[config.mk]
export PLATFORM = sky130hd
export DESIGN_NAME = pdss_sequencer
export DESIGN_NICKNAME = d
export VERILOG_FILES = /design/src/design/pdss_pkg.sv /design/src/design/pdss_sequencer.sv
export SDC_FILE = /design/constraint.sdc
export NUM_CORES = 1
export LEC_CHECK = 0
export BUFFER_PORTS_ARGS = -buffer_cell sky130_fd_sc_hd__buf_2
export CORE_MARGIN = 3
export CORE_UTILIZATION = 45
export CTS_BUF_LIST = sky130_fd_sc_hd__clkbuf_8
export DETAILED_ROUTE_END_ITERATION = 7
export GPL_TIMING_DRIVEN = 0
export MAX_ROUTING_LAYER = met4
export PLACE_DENSITY_LB_ADDON = 0.12
export SLEW_MARGIN = 20
export SYNTH_ARGS = -nofsm -noshare
export SYNTH_HDL_FRONTEND = slang
export SYNTH_SLANG_ARGS = --single-unit
[constraint.sdc]
create_clock -name clk_sys -period 3.4 [get_ports clk_sys]
set_input_delay 0.68 -clock clk_sys [delete_from_list [all_inputs] [get_ports clk_sys]]
set_output_delay 0.68 -clock clk_sys [all_outputs]
set_load 0.005 [all_outputs]
[src/design/pdss_pkg.sv]
// pdss_pkg: constants, register map and state encoding of the slot sequencer
// assumes a 100 MHz system clock and an apb slave with 32-bit data
//
// Summary of operation
// - up to 32 sequenced ids, each pointing at a slot, grouped in three domains
// - base domain slots 1..end1, second end1+1..end2, third end2+1..max count
// - reload enable restores voltages, timer and domain enables at power-up start
// - all ids on one slot are processed together in the same cycle
// - a slot with no ids is a dummy step with its own delay
// - ids pointing above max count are never touched by the sequencer
// - slot 0 with default enable: manual ids get stay-on set, others enabled
// - ids enabled during power-up select their first voltage register
// - power-down slot 0: clear non-stay-on ids, others switch to second voltage
// - default enable cleared: slot 0 skipped, its ids unchanged
// - auto boot and base enable: assert ready, then process slot 1
// - without auto boot hold until base enable, or wake if already enabled
// - slots from 1 processed like slot 0 without the default enable effect
// - at end1 without second enable: stop, release ready, raise done event
// - after base domain wait for second enable, assert ready, run to end2
// - at end2 without third enable: release ready, raise done, start watchdog
// - third enable from pin, register or stored config runs slots to max count
// - ready held while third domain runs; done event at max count
// - with clock output enabled pause at oscillator slot until it is stable
// - wait id holds progress until the monitored input is active
// - slot delay 32 us to 8 ms, default 128 us; dummy delay separate
// - power-down walks slots in reverse, ready asserted, done event at target
package pdss_pkg;

  localparam int unsigned NUM_IDS     = 32;
  localparam int unsigned SLOT_W      = 5;
  localparam int unsigned CLK_MHZ     = 100;
  localparam int unsigned TICK_US     = 32;                      // delay unit
  localparam int unsigned TICK_CYCLES = TICK_US * CLK_MHZ;        // 3200 cycles
  localparam int unsigned DELAY_W     = 8;                        // 1..250 ticks
  localparam logic [7:0]  DELAY_MIN   = 8'h01;                    // 32 us
  localparam logic [7:0]  DELAY_MAX   = 8'hFA;                    // 8 ms
  localparam logic [7:0]  DELAY_RST   = 8'h04;                    // 128 us

  // fixed id positions of special steps
  localparam int unsigned WAIT_ID = 29;
  localparam int unsigned OSC_ID  = 30;
  localparam int unsigned PDS_ID  = 31;

  // register byte offsets
  localparam logic [11:0] CTRL_OFS      = 12'h000;
  localparam logic [11:0] PTR_OFS       = 12'h004;
  localparam logic [11:0] TIMER_OFS     = 12'h008;
  localparam logic [11:0] STATUS_OFS    = 12'h00C;
  localparam logic [11:0] AUTO_OFS      = 12'h010;
  localparam logic [11:0] STAY_OFS      = 12'h014;
  localparam logic [11:0] ENABLE_OFS    = 12'h018;
  localparam logic [11:0] VSEL_OFS      = 12'h01C;
  localparam logic [11:0] SLOT_BASE_OFS = 12'h080;                // 32 words, 0x080..0x0FC

  // control register bits
  localparam int unsigned CTRL_BASE_EN   = 0;
  localparam int unsigned CTRL_SECOND_EN = 1;
  localparam int unsigned CTRL_THIRD_EN  = 2;
  localparam int unsigned CTRL_AUTO_BOOT = 3;
  localparam int unsigned CTRL_DEF_SLOT0 = 4;
  localparam int unsigned CTRL_RELOAD    = 5;
  localparam int unsigned CTRL_NO_DOM_RD = 6;
  localparam int unsigned CTRL_READY_SEL = 7;
  localparam int unsigned CTRL_EVT_EN    = 8;
  localparam int unsigned CTRL_CLK_OUT   = 9;
  localparam int unsigned CTRL_W         = 10;
  localparam logic [9:0]  CTRL_RST       = 10'h390;

  // pointer register reset: end1=4, end2=8, max=12, partial down=2
  localparam logic [19:0] PTR_RST = 20'h6_2082;

  typedef enum logic [2:0] {
    PDSS_IDLE   = 3'b000,
    PDSS_START  = 3'b001,
    PDSS_STEP   = 3'b011,
    PDSS_DELAY  = 3'b010,
    PDSS_PAUSE  = 3'b110,
    PDSS_DOWN   = 3'b111,
    PDSS_DDELAY = 3'b101
  } pdss_state_e;

endpackage : pdss_pkg

[src/design/pdss_sequencer.sv]
// pdss_sequencer: slot based power domain sequencer with an apb register file
// assumes apb master on clk_sys; domain enable pins and status inputs are synchronous
//
// Added by the designer: the address map and the APB interface to the registers.
module pdss_sequencer
#(
  parameter int unsigned TICK_CYCLES = pdss_pkg::TICK_CYCLES
)
(
  // clock and reset
  input  wire logic        clk_sys,
  input  wire logic        reset_n,
  // apb slave
  input  wire logic        psel,
  input  wire logic        penable,
  input  wire logic        pwrite,
  input  wire logic [11:0] paddr,
  input  wire logic [31:0] pwdata,
  output logic             pready,
  output logic [31:0]      prdata,
  output logic             pslverr,
  // host domain enable pins and wake-up
  input  wire logic        base_domain_enable_pin,
  input  wire logic        second_domain_enable_pin,
  input  wire logic        third_domain_enable_pin,
  input  wire logic        wake_event,
  // status inputs
  input  wire logic        osc_stable,
  input  wire logic        wait_input_active,
  // stored configuration for reload
  input  wire logic [2:0]  stored_domain_enables,
  input  wire logic [15:0] stored_slot_delays,
  input  wire logic        stored_voltages_load,
  // outputs
  output logic [31:0]      id_enable,
  output logic [31:0]      id_voltage_second,
  output logic             ready_out,
  output logic             sequence_done_event,
  output logic             watchdog_start,
  output logic             voltage_reload,
  output logic             powerdown_settings_active
);

  // register storage
  logic [pdss_pkg::CTRL_W-1:0] ctrl;
  logic [19:0]                 ptrs;
  logic [7:0]                  slot_delay_setting;
  logic [7:0]                  dummy_slot_delay_setting;
  logic [31:0]                 auto_bits;
  logic [31:0]                 stay_on_bits;
  logic [4:0]                  slot_of [pdss_pkg::NUM_IDS];

  // sequencer state
  pdss_pkg::pdss_state_e state;
  logic [4:0]            slot;
  logic [4:0]            target;
  logic [7:0]            delay_left;
  logic [$clog2(TICK_CYCLES+1)-1:0] tick_cnt;
  logic                  tick;
  logic                  going_down;
  logic                  wake_seen;

  // pointer fields
  logic [4:0] partial_down_ptr;
  logic [4:0] base_end_ptr;
  logic [4:0] second_end_ptr;
  logic [4:0] max_count_ptr;
  assign partial_down_ptr = ptrs[4:0];
  assign base_end_ptr     = ptrs[9:5];
  assign second_end_ptr   = ptrs[14:10];
  assign max_count_ptr    = ptrs[19:15];

  // domain enables: pin or register bit
  logic base_en;
  logic second_en;
  logic third_en;
  assign base_en   = ctrl[pdss_pkg::CTRL_BASE_EN]   | base_domain_enable_pin;
  assign second_en = ctrl[pdss_pkg::CTRL_SECOND_EN] | second_domain_enable_pin;
  assign third_en  = ctrl[pdss_pkg::CTRL_THIRD_EN]  | third_domain_enable_pin;

  // ids that point at a given slot, all matched in one cycle
  function automatic logic [31:0] ids_at(input logic [4:0] s, input logic [4:0] sl [pdss_pkg::NUM_IDS]);
    logic [31:0] m;
    m = '0;
    for (int i = 0; i < pdss_pkg::NUM_IDS; i++)
      m[i] = (sl[i] == s);
    return m;
  endfunction : ids_at

  // highest slot the current enables allow
  function automatic logic [4:0] reach(input logic b, input logic s2, input logic s3,
                                       input logic [4:0] e1, input logic [4:0] e2, input logic [4:0] mx);
    logic [4:0] r;
    r = 5'h00;
    if (b) r = e1;
    if (b && s2) r = e2;
    if (b && s2 && s3) r = mx;
    return r;
  endfunction : reach

  logic [31:0] here;
  logic        hold;
  logic [4:0]  goal;
  assign here = ids_at(slot, slot_of);
  assign goal = reach(base_en, second_en, third_en, base_end_ptr, second_end_ptr, max_count_ptr);
  // oscillator and wait ids stall progress while their condition is not met
  assign hold = (here[pdss_pkg::OSC_ID] && ctrl[pdss_pkg::CTRL_CLK_OUT] && !osc_stable)
              || (here[pdss_pkg::WAIT_ID] && !wait_input_active);

  // apb: zero wait states, unmapped addresses read zero and flag an error
  logic wr;
  logic mapped;
  assign pready  = 1'b1;
  assign wr      = psel && penable && pwrite;
  assign mapped  = (paddr[11:2] <= 10'h007) || (paddr[11:7] == 5'h01);
  assign pslverr = psel && penable && !mapped;

  // read mux, registered to keep data outputs off the decode
  always_ff @(posedge clk_sys or negedge reset_n)
  begin
    if (!reset_n)
      prdata <= 32'h0000_0000;
    else if (psel && !penable)
    begin
      unique case (paddr)
        pdss_pkg::CTRL_OFS:   prdata <= {22'h0, ctrl};
        pdss_pkg::PTR_OFS:    prdata <= {12'h0, ptrs};
        pdss_pkg::TIMER_OFS:  prdata <= {16'h0, dummy_slot_delay_setting, slot_delay_setting};
        pdss_pkg::STATUS_OFS: prdata <= {16'h0, 3'h0, going_down, ready_out, state, 3'h0, slot};
        pdss_pkg::AUTO_OFS:   prdata <= auto_bits;
        pdss_pkg::STAY_OFS:   prdata <= stay_on_bits;
        pdss_pkg::ENABLE_OFS: prdata <= id_enable;
        pdss_pkg::VSEL_OFS:   prdata <= id_voltage_second;
        default:              prdata <= (paddr[11:7] == 5'h01) ? {27'h0, slot_of[paddr[6:2]]} : 32'h0000_0000;
      endcase
    end
  end

  // start condition out of the holding state; a high base pin counts as its own wake
  logic next_start_go;
  assign next_start_go = base_en && (ctrl[pdss_pkg::CTRL_AUTO_BOOT] || wake_seen || base_domain_enable_pin);

  // stored-configuration reload happens on every step out of power down, whatever started it
  logic reload_now;
  assign reload_now = (state == pdss_pkg::PDSS_START) && next_start_go && ctrl[pdss_pkg::CTRL_RELOAD];

  // control and timer registers
  always_ff @(posedge clk_sys or negedge reset_n)
  begin
    if (!reset_n)
    begin
      ctrl                     <= pdss_pkg::CTRL_RST;
      ptrs                     <= pdss_pkg::PTR_RST;
      slot_delay_setting       <= pdss_pkg::DELAY_RST;
      dummy_slot_delay_setting <= pdss_pkg::DELAY_RST;
    end
    else if (reload_now)
    begin
      slot_delay_setting       <= stored_slot_delays[7:0];
      dummy_slot_delay_setting <= stored_slot_delays[15:8];
      if (!ctrl[pdss_pkg::CTRL_NO_DOM_RD])
        ctrl[2:0] <= stored_domain_enables;
    end
    else if (wr)
    begin
      if (paddr == pdss_pkg::CTRL_OFS)
        ctrl <= pwdata[pdss_pkg::CTRL_W-1:0];
      if (paddr == pdss_pkg::PTR_OFS)
        ptrs <= pwdata[19:0];
      if (paddr == pdss_pkg::TIMER_OFS)
      begin
        // out-of-range delays clamp so a slot never lasts zero time
        slot_delay_setting       <= (pwdata[7:0] < pdss_pkg::DELAY_MIN) ? pdss_pkg::DELAY_MIN :
                                    (pwdata[7:0] > pdss_pkg::DELAY_MAX) ? pdss_pkg::DELAY_MAX : pwdata[7:0];
        dummy_slot_delay_setting <= (pwdata[15:8] < pdss_pkg::DELAY_MIN) ? pdss_pkg::DELAY_MIN :
                                    (pwdata[15:8] > pdss_pkg::DELAY_MAX) ? pdss_pkg::DELAY_MAX : pwdata[15:8];
      end
    end
  end

  // per-id configuration words
  always_ff @(posedge clk_sys or negedge reset_n)
  begin
    if (!reset_n)
    begin
      auto_bits <= 32'hFFFF_FFFF;
      for (int i = 0; i < pdss_pkg::NUM_IDS; i++)
        slot_of[i] <= 5'h1F;
    end
    else if (wr)
    begin
      if (paddr == pdss_pkg::AUTO_OFS)
        auto_bits <= pwdata;
      if (paddr[11:7] == 5'h01)
        slot_of[paddr[6:2]] <= pwdata[4:0];
    end
  end

  // 32 us time base
  always_ff @(posedge clk_sys or negedge reset_n)
  begin
    if (!reset_n)
    begin
      tick_cnt <= '0;
      tick     <= 1'b0;
    end
    else
    begin
      tick     <= (tick_cnt == '0);
      tick_cnt <= (tick_cnt == '0) ? ($bits(tick_cnt))'(TICK_CYCLES - 1) : tick_cnt - 1'b1;
    end
  end

  // wake events latch while waiting at start; set wins over the clear
  always_ff @(posedge clk_sys or negedge reset_n)
  begin
    if (!reset_n)
      wake_seen <= 1'b0;
    else if (wake_event)
      wake_seen <= 1'b1;
    else if (state != pdss_pkg::PDSS_START)
      wake_seen <= 1'b0;
  end

  // in range ids: slot 1..max count
  logic [31:0] in_range;
  always_comb
  begin
    for (int i = 0; i < pdss_pkg::NUM_IDS; i++)
      in_range[i] = (slot_of[i] != 5'h00) && (slot_of[i] <= max_count_ptr);
  end

  // main sequencing state machine
  always_ff @(posedge clk_sys or negedge reset_n)
  begin
    if (!reset_n)
    begin
      state      <= pdss_pkg::PDSS_IDLE;
      slot       <= 5'h00;
      target     <= 5'h00;
      delay_left <= 8'h00;
      going_down <= 1'b0;
    end
    else
    begin
      unique case (state)
        pdss_pkg::PDSS_IDLE:
          state <= pdss_pkg::PDSS_START;
        pdss_pkg::PDSS_START:
        begin
          slot       <= 5'h00;
          going_down <= 1'b0;
          // auto boot with base enable proceeds; otherwise wait for the enable or a wake
          if (base_en && (ctrl[pdss_pkg::CTRL_AUTO_BOOT] || wake_seen || base_domain_enable_pin))
          begin
            slot  <= 5'h01;
            state <= pdss_pkg::PDSS_STEP;
          end
        end
        pdss_pkg::PDSS_STEP:
        begin
          if (!hold)
          begin
            // dummy slots take their own delay
            delay_left <= (here == 32'h0) ? dummy_slot_delay_setting : slot_delay_setting;
            state      <= pdss_pkg::PDSS_DELAY;
          end
        end
        pdss_pkg::PDSS_DELAY:
        begin
          if (tick)
            delay_left <= delay_left - 8'h01;
          if (tick && delay_left == 8'h01)
          begin
            if (slot < goal)
            begin
              slot  <= slot + 5'h01;
              state <= pdss_pkg::PDSS_STEP;
            end
            else
              state <= pdss_pkg::PDSS_PAUSE;
          end
        end
        pdss_pkg::PDSS_PAUSE:
        begin
          if (slot < goal)
          begin
            slot  <= slot + 5'h01;
            state <= pdss_pkg::PDSS_STEP;
          end
          else if (slot > goal)
          begin
            target     <= (!base_en) ? 5'h00 : goal;
            going_down <= 1'b1;
            state      <= pdss_pkg::PDSS_DOWN;
          end
        end
        pdss_pkg::PDSS_DOWN:
        begin
          delay_left <= (here == 32'h0) ? dummy_slot_delay_setting : slot_delay_setting;
          state      <= pdss_pkg::PDSS_DDELAY;
        end
        pdss_pkg::PDSS_DDELAY:
        begin
          if (tick)
            delay_left <= delay_left - 8'h01;
          if (tick && delay_left == 8'h01)
          begin
            if (slot > target)
            begin
              slot  <= slot - 5'h01;
              state <= pdss_pkg::PDSS_DOWN;
            end
            else
            begin
              going_down <= 1'b0;
              state      <= (slot == 5'h00) ? pdss_pkg::PDSS_START : pdss_pkg::PDSS_PAUSE;
            end
          end
        end
        default:
          state <= pdss_pkg::PDSS_IDLE;
      endcase
    end
  end

  // id outputs: processing happens on entry into each slot
  logic step_up;
  logic step_down;
  logic slot0_up;
  assign step_up   = (state == pdss_pkg::PDSS_STEP) && !hold;
  // the target slot of a partial power-down belongs to the domain that stays up
  assign step_down = (state == pdss_pkg::PDSS_DOWN) && (slot > target);
  assign slot0_up  = (state == pdss_pkg::PDSS_START) && (next_start_go) && ctrl[pdss_pkg::CTRL_DEF_SLOT0];

  always_ff @(posedge clk_sys or negedge reset_n)
  begin
    if (!reset_n)
    begin
      id_enable         <= 32'h0000_0000;
      id_voltage_second <= 32'h0000_0000;
      stay_on_bits      <= 32'h0000_0000;
    end
    else
    begin
      if (wr && paddr == pdss_pkg::ENABLE_OFS)
        id_enable <= (id_enable & in_range) | (pwdata & ~in_range);
      if (wr && paddr == pdss_pkg::STAY_OFS)
        stay_on_bits <= pwdata;
      if (slot0_up)
      begin
        // slot 0 power-up: manual ids get stay-on set but no enable
        stay_on_bits      <= stay_on_bits | (ids_at(5'h00, slot_of) & ~auto_bits);
        id_enable         <= id_enable | (ids_at(5'h00, slot_of) & auto_bits);
        id_voltage_second <= id_voltage_second & ~ids_at(5'h00, slot_of);
      end
      else if (step_up)
      begin
        id_enable         <= id_enable | (here & in_range);
        id_voltage_second <= id_voltage_second & ~(here & in_range);
      end
      else if (step_down)
      begin
        id_enable <= id_enable & ~(here & in_range & ~stay_on_bits);
        id_voltage_second <= id_voltage_second | (here & in_range & stay_on_bits);
      end
      else if (state == pdss_pkg::PDSS_DDELAY && slot == 5'h00 && ctrl[pdss_pkg::CTRL_DEF_SLOT0])
      begin
        // slot 0 on the way down, skipped when default enable is clear
        id_enable         <= id_enable & ~(ids_at(5'h00, slot_of) & ~stay_on_bits);
        id_voltage_second <= id_voltage_second | (ids_at(5'h00, slot_of) & stay_on_bits);
      end
    end
  end

  // ready, done event, watchdog start, reload and power-down settings
  always_ff @(posedge clk_sys or negedge reset_n)
  begin
    if (!reset_n)
    begin
      ready_out                 <= 1'b0;
      sequence_done_event       <= 1'b0;
      watchdog_start            <= 1'b0;
      voltage_reload            <= 1'b0;
      powerdown_settings_active <= 1'b0;
    end
    else
    begin
      voltage_reload <= reload_now && stored_voltages_load;
      sequence_done_event <= 1'b0;
      watchdog_start      <= 1'b0;
      if ((state == pdss_pkg::PDSS_START && next_start_go) || state == pdss_pkg::PDSS_DOWN
          || (state == pdss_pkg::PDSS_PAUSE && slot < goal))
        ready_out <= ctrl[pdss_pkg::CTRL_READY_SEL];
      if ((state == pdss_pkg::PDSS_DELAY || state == pdss_pkg::PDSS_DDELAY)
          && tick && delay_left == 8'h01 && !(state == pdss_pkg::PDSS_DELAY && slot < goal)
          && !(state == pdss_pkg::PDSS_DDELAY && slot > target))
      begin
        // release ready unless the third domain keeps it up
        if (!(slot == second_end_ptr && third_en) || slot == max_count_ptr)
          ready_out <= 1'b0;
        sequence_done_event <= ctrl[pdss_pkg::CTRL_EVT_EN];
        watchdog_start      <= (state == pdss_pkg::PDSS_DELAY) && (slot == second_end_ptr);
      end
      if (step_up && here[pdss_pkg::PDS_ID])
        powerdown_settings_active <= 1'b0;
      else if (step_down && here[pdss_pkg::PDS_ID])
        powerdown_settings_active <= 1'b1;
    end
  end

endmodule : pdss_sequencer

==> metrics.csv <==
stage,metric,value,unit
route,dr.pass1.iters,6,
global_route,grt_antenna_before_repair,3,
floorplan,die_w,254,µm
status,violations,negative setup slack,
setup_path,crit_arrival,4.12,ns
setup_path,critPathMaxStageDelay,0.70,ns
synth,synth_xor_xnor_area_share,0.0578,
synth,synth_seq_cells,407,
setup_path,crit_type,in -> reg,
clocking,cts_tree,built,
synth,syn_inst,2890,
route,wl_per_cell,31.2,µm
floorplan,initial_core_util,0.456,
clocking,htreeDepth,3,
global_route,grt.overflow.total,0,
run,cap_viol_max_count,0,
synth,yosysMostFrequentCell,nand2_1,
synth,async_reset_ff_frac,1.00,
synth,syn-cell-area,27600,µm²
floorplan,fp.dieH,254,µm
clocking,numClockSinks,407,
global_route,grt_pass1_wl,179000,µm
status,status,"finished, violations left",
synth,synth_edf_count,0,
layout,fin_util,0.526,
sta,rsz0062_at_grt,yes,
placement,dp.final_hpwl,91400,µm
global_route,first_global_vias,25900,
layout,nFillCells,5635,
layout,fin_nets,3415,
setup_path,path_max_fanout,10,
sta,finClkSkew,0.0488,ns
synth,synth_top_family_by_area,compound AO/OA/AOI/OAI gates,
synth,synthFlopType,dfrtp_1,
sta,period_minus_slack,3.51,ns
synth,synth_cell_types,89,
setup_path,path_cells,"buf_2, nor3_1, nand3_1, nor3_1, clkbuf_2, buf_2, a22oi_1, a41o_1, o211ai_1",
synth,synth_compound_area_frac,0.181,
placement,io_buffers,172,
synth,synth.area.mux_share,0.113,
clocking,cts_root_buf,clkbuf_8,
synth,syn_nets,3143,
synth,synth_area_per_cell,9.54,µm²
clocking,clock_latency,0.72,ns
layout,multi_input_area,16400,µm²
setup_path,path_buf_inv,3,
layout,area_growth,15.3,%
setup_path,worstSetupEndpointType,register,
clocking,clock_path_buffers,3,
setup_path,start_kind,primary input,
sta,relSlewSlack,0.170,
global_route,gr-usage-all-layers,0.393,
clocking,path_clk_slew,0.06,ns
floorplan,num_rows,90,
synth,synth_top_area_share,0.193,
synth,synth_commonest_cells,"nand2_1 (289), nor2_1 (232), dfrtp_1 (204)",
sta,setup_viol,13,
floorplan,design.portCount,178,
route,num_vias,26900,
floorplan,core_area,60500,µm²
clocking,numCtsBuffers,77,
synth,yosysTopAreaCell,dfstp_2,
sta,tightest_slew,1.23,ns
route,initialDrtViolationCount,3539,
sta,fin_crit_sh,1.03,
placement,place_ws,-1.22,ns
route,route.met2.wl,52000,µm
setup_path,critical_path_required,4.00,ns
sta,maxSlewViolCount,0,
sta,final_hold_viol_count,0,
synth,synth_fa_ha_area_frac,0.0810,
synth,ys_seq_area_frac,0.379,
route,route.met3.wl,15300,µm
route,route.detailed.drc,0,
synth,yosys-top-cells-area,"dfstp_2 (19%), dfrtp_1 (19%), ha_1 (8.0%), mux2_2 (6.9%), nand2_1 (3.9%)",
setup_path,critical-path-top-delay-family,simple AND/OR/NAND/NOR gates,
setup_path,slowest_stage,nor3_1,
route,wl_met1,50300,µm
placement,gp_congestion,1.03,
sta,fin_ws,-0.114,ns
hold_path,min_path_type,in -> reg,
route,dr.max_layer_used,met4,
power_and_ir_drop,leakage,14.5,nW
floorplan,die-area,64300,µm²
sta,max_freq,285,MHz
route,routed_via_density,6.71,
route,wirelength,125000,µm
power_and_ir_drop,peakVddDrop,335,µV
layout,drive_gt1_frac,0.273,
global_route,grt_max_degree,98,
synth,ys_warn_count,0,
synth,synthSimpleGateAreaFrac,0.149,
power_and_ir_drop,p_per_area,574,nW/µm²
layout,register_area,10400,µm²
route,drtAntennaViolNets,0,
power breakdown:
group / switching, mW / leakage [nW] / internal, mW
clock network: 2.32 / 0.883 / 2.53
registers: 0.555 / 4.77 / 5.26
logic: 4.96 / 8.88 / 2.63
total: 7.84 / 14.5 / 10.4
flip-flops by register name, indices dropped and copies added, names as in the netlist, 10 cells and up, named ones only:
signal / cells
id_voltage_second: 32
stay_on_bits: 32
tick_cnt: 12
prdata: 32
slot_of: 160
auto_bits: 32
ctrl: 10
ptrs: 20
layout by cell type, fill, tap and decap left out, types with 24 or more instances in the layout:
cell and n:
nand2_1 289, dfrtp_1 202, inv_1 136, mux2_2 169
a22o_1 34, nor2_1 229, buf_4 30, nor4_1 27
nand3_1 111, clkbuf_1 74, and2_1 24, dfstp_2 203
a22oi_1 60, buf_2 199, clkbuf_8 92, xor2_1 73
mux4_2 44, a221oi_1 38, xnor2_1 109, nor3_1 48
ha_1 176, or4_1 27, o21ai_0 189, a21oi_1 158
a31oi_1 42
routing by layer:
layer,up-vias,track usage
met2,1817,0.552
li1,11300,-
met1,13400,0.514
met3,460,0.113
met5,-,-
met4,0,0.207
cell type report:
class | count | share of cell area
antenna | 6 | 0.000472
buffer | 153 | 0.0262
clock buffer | 92 | 0.0398
clock inverter | 44 | 0.00732
inverter | 109 | 0.0130
multi-input combinational | 2221 | 0.517
sequential | 407 | 0.329
tap | 782 | 0.0308
timing repair buffer | 193 | 0.0372
through the flow:
step,instance area (µm²),hold WS (ns),instances,setup TNS [ns],total power [mW]
2_1_floorplan,27600,0.384,2890,0,9.88
3_3_place_gp,29400,0.458,3844,-2266.89,12.6
3_5_place_dp,29700,0.465,3854,-150.73,12.8
4_1_cts,31500,0.132,3994,0,17.9
5_1_grt,31800,0.150,4003,-0.0238,18.9
6_report,31800,0.150,4007,-0.490,18.3
worst register-to-register path, cell delays in order, from the launching register on:
cell	delay (ns)
dfrtp_1	0.42
buf_4	0.31
buf_4	0.33
xnor2_1	0.17
nand3_1	0.09
nor3_1	0.87
nor4_1	0.24
nand4_1	0.21
nor2_4	0.10
mux2_2	0.31
a221o_1	0.34
path summary, 6_finish.rpt:
check | end | slack (ns) | cells after the start | startpoint
worst max-delay path | prdata[4]$_DFFE_PN0P_ | -0.11 | 9 | paddr[7]
worst min-delay path | wake_seen$_DFFE_PN0P_ | 0.15 | 2 | wake_event
worst max register to register | delay_left[6]$_DFFE_PN0P_ | -0.09 | 10 | slot[3]$_DFFE_PN0P_
worst min register to register | prdata[2]$_DFFE_PN0P_ | 0.47 | 1 | prdata[2]$_DFFE_PN0P_
max in group asynchronous | slot_of[119]$_DFFE_PN1P_ | 1.16 | 5 | reset_n
min in group asynchronous | prdata[21]$_DFFE_PN0P_ | 0.54 | 2 | reset_n
kinds of logic (layout without fill, tap and decap cells):
| kind of cell | Yosys count | in the layout |
|---|---|---|
| AO/OA/AOI/OAI | 749 | 749 |
| XOR/XNOR | 182 | 182 |
| adder cells (fa/ha/maj) | 178 | 178 |
| buffers and inverters | 262 | 591 |
| flip-flops | 407 | 407 |
| multiplexers | 234 | 234 |
| other | 1 | 7 |
| AND/OR/NAND/NOR | 877 | 877 |
repair_timing:
item / 4_1_cts / 5_1_grt
resized for setup: 64 / 63
hold buffers: 1 / 0
setup buffers: 3 / 7
setup endpoints to repair: 131 / 102
hold endpoints to repair: 23 / 0
pin swaps: 2 / 5
No activity file was read; power rests on OpenSTA's default activity.
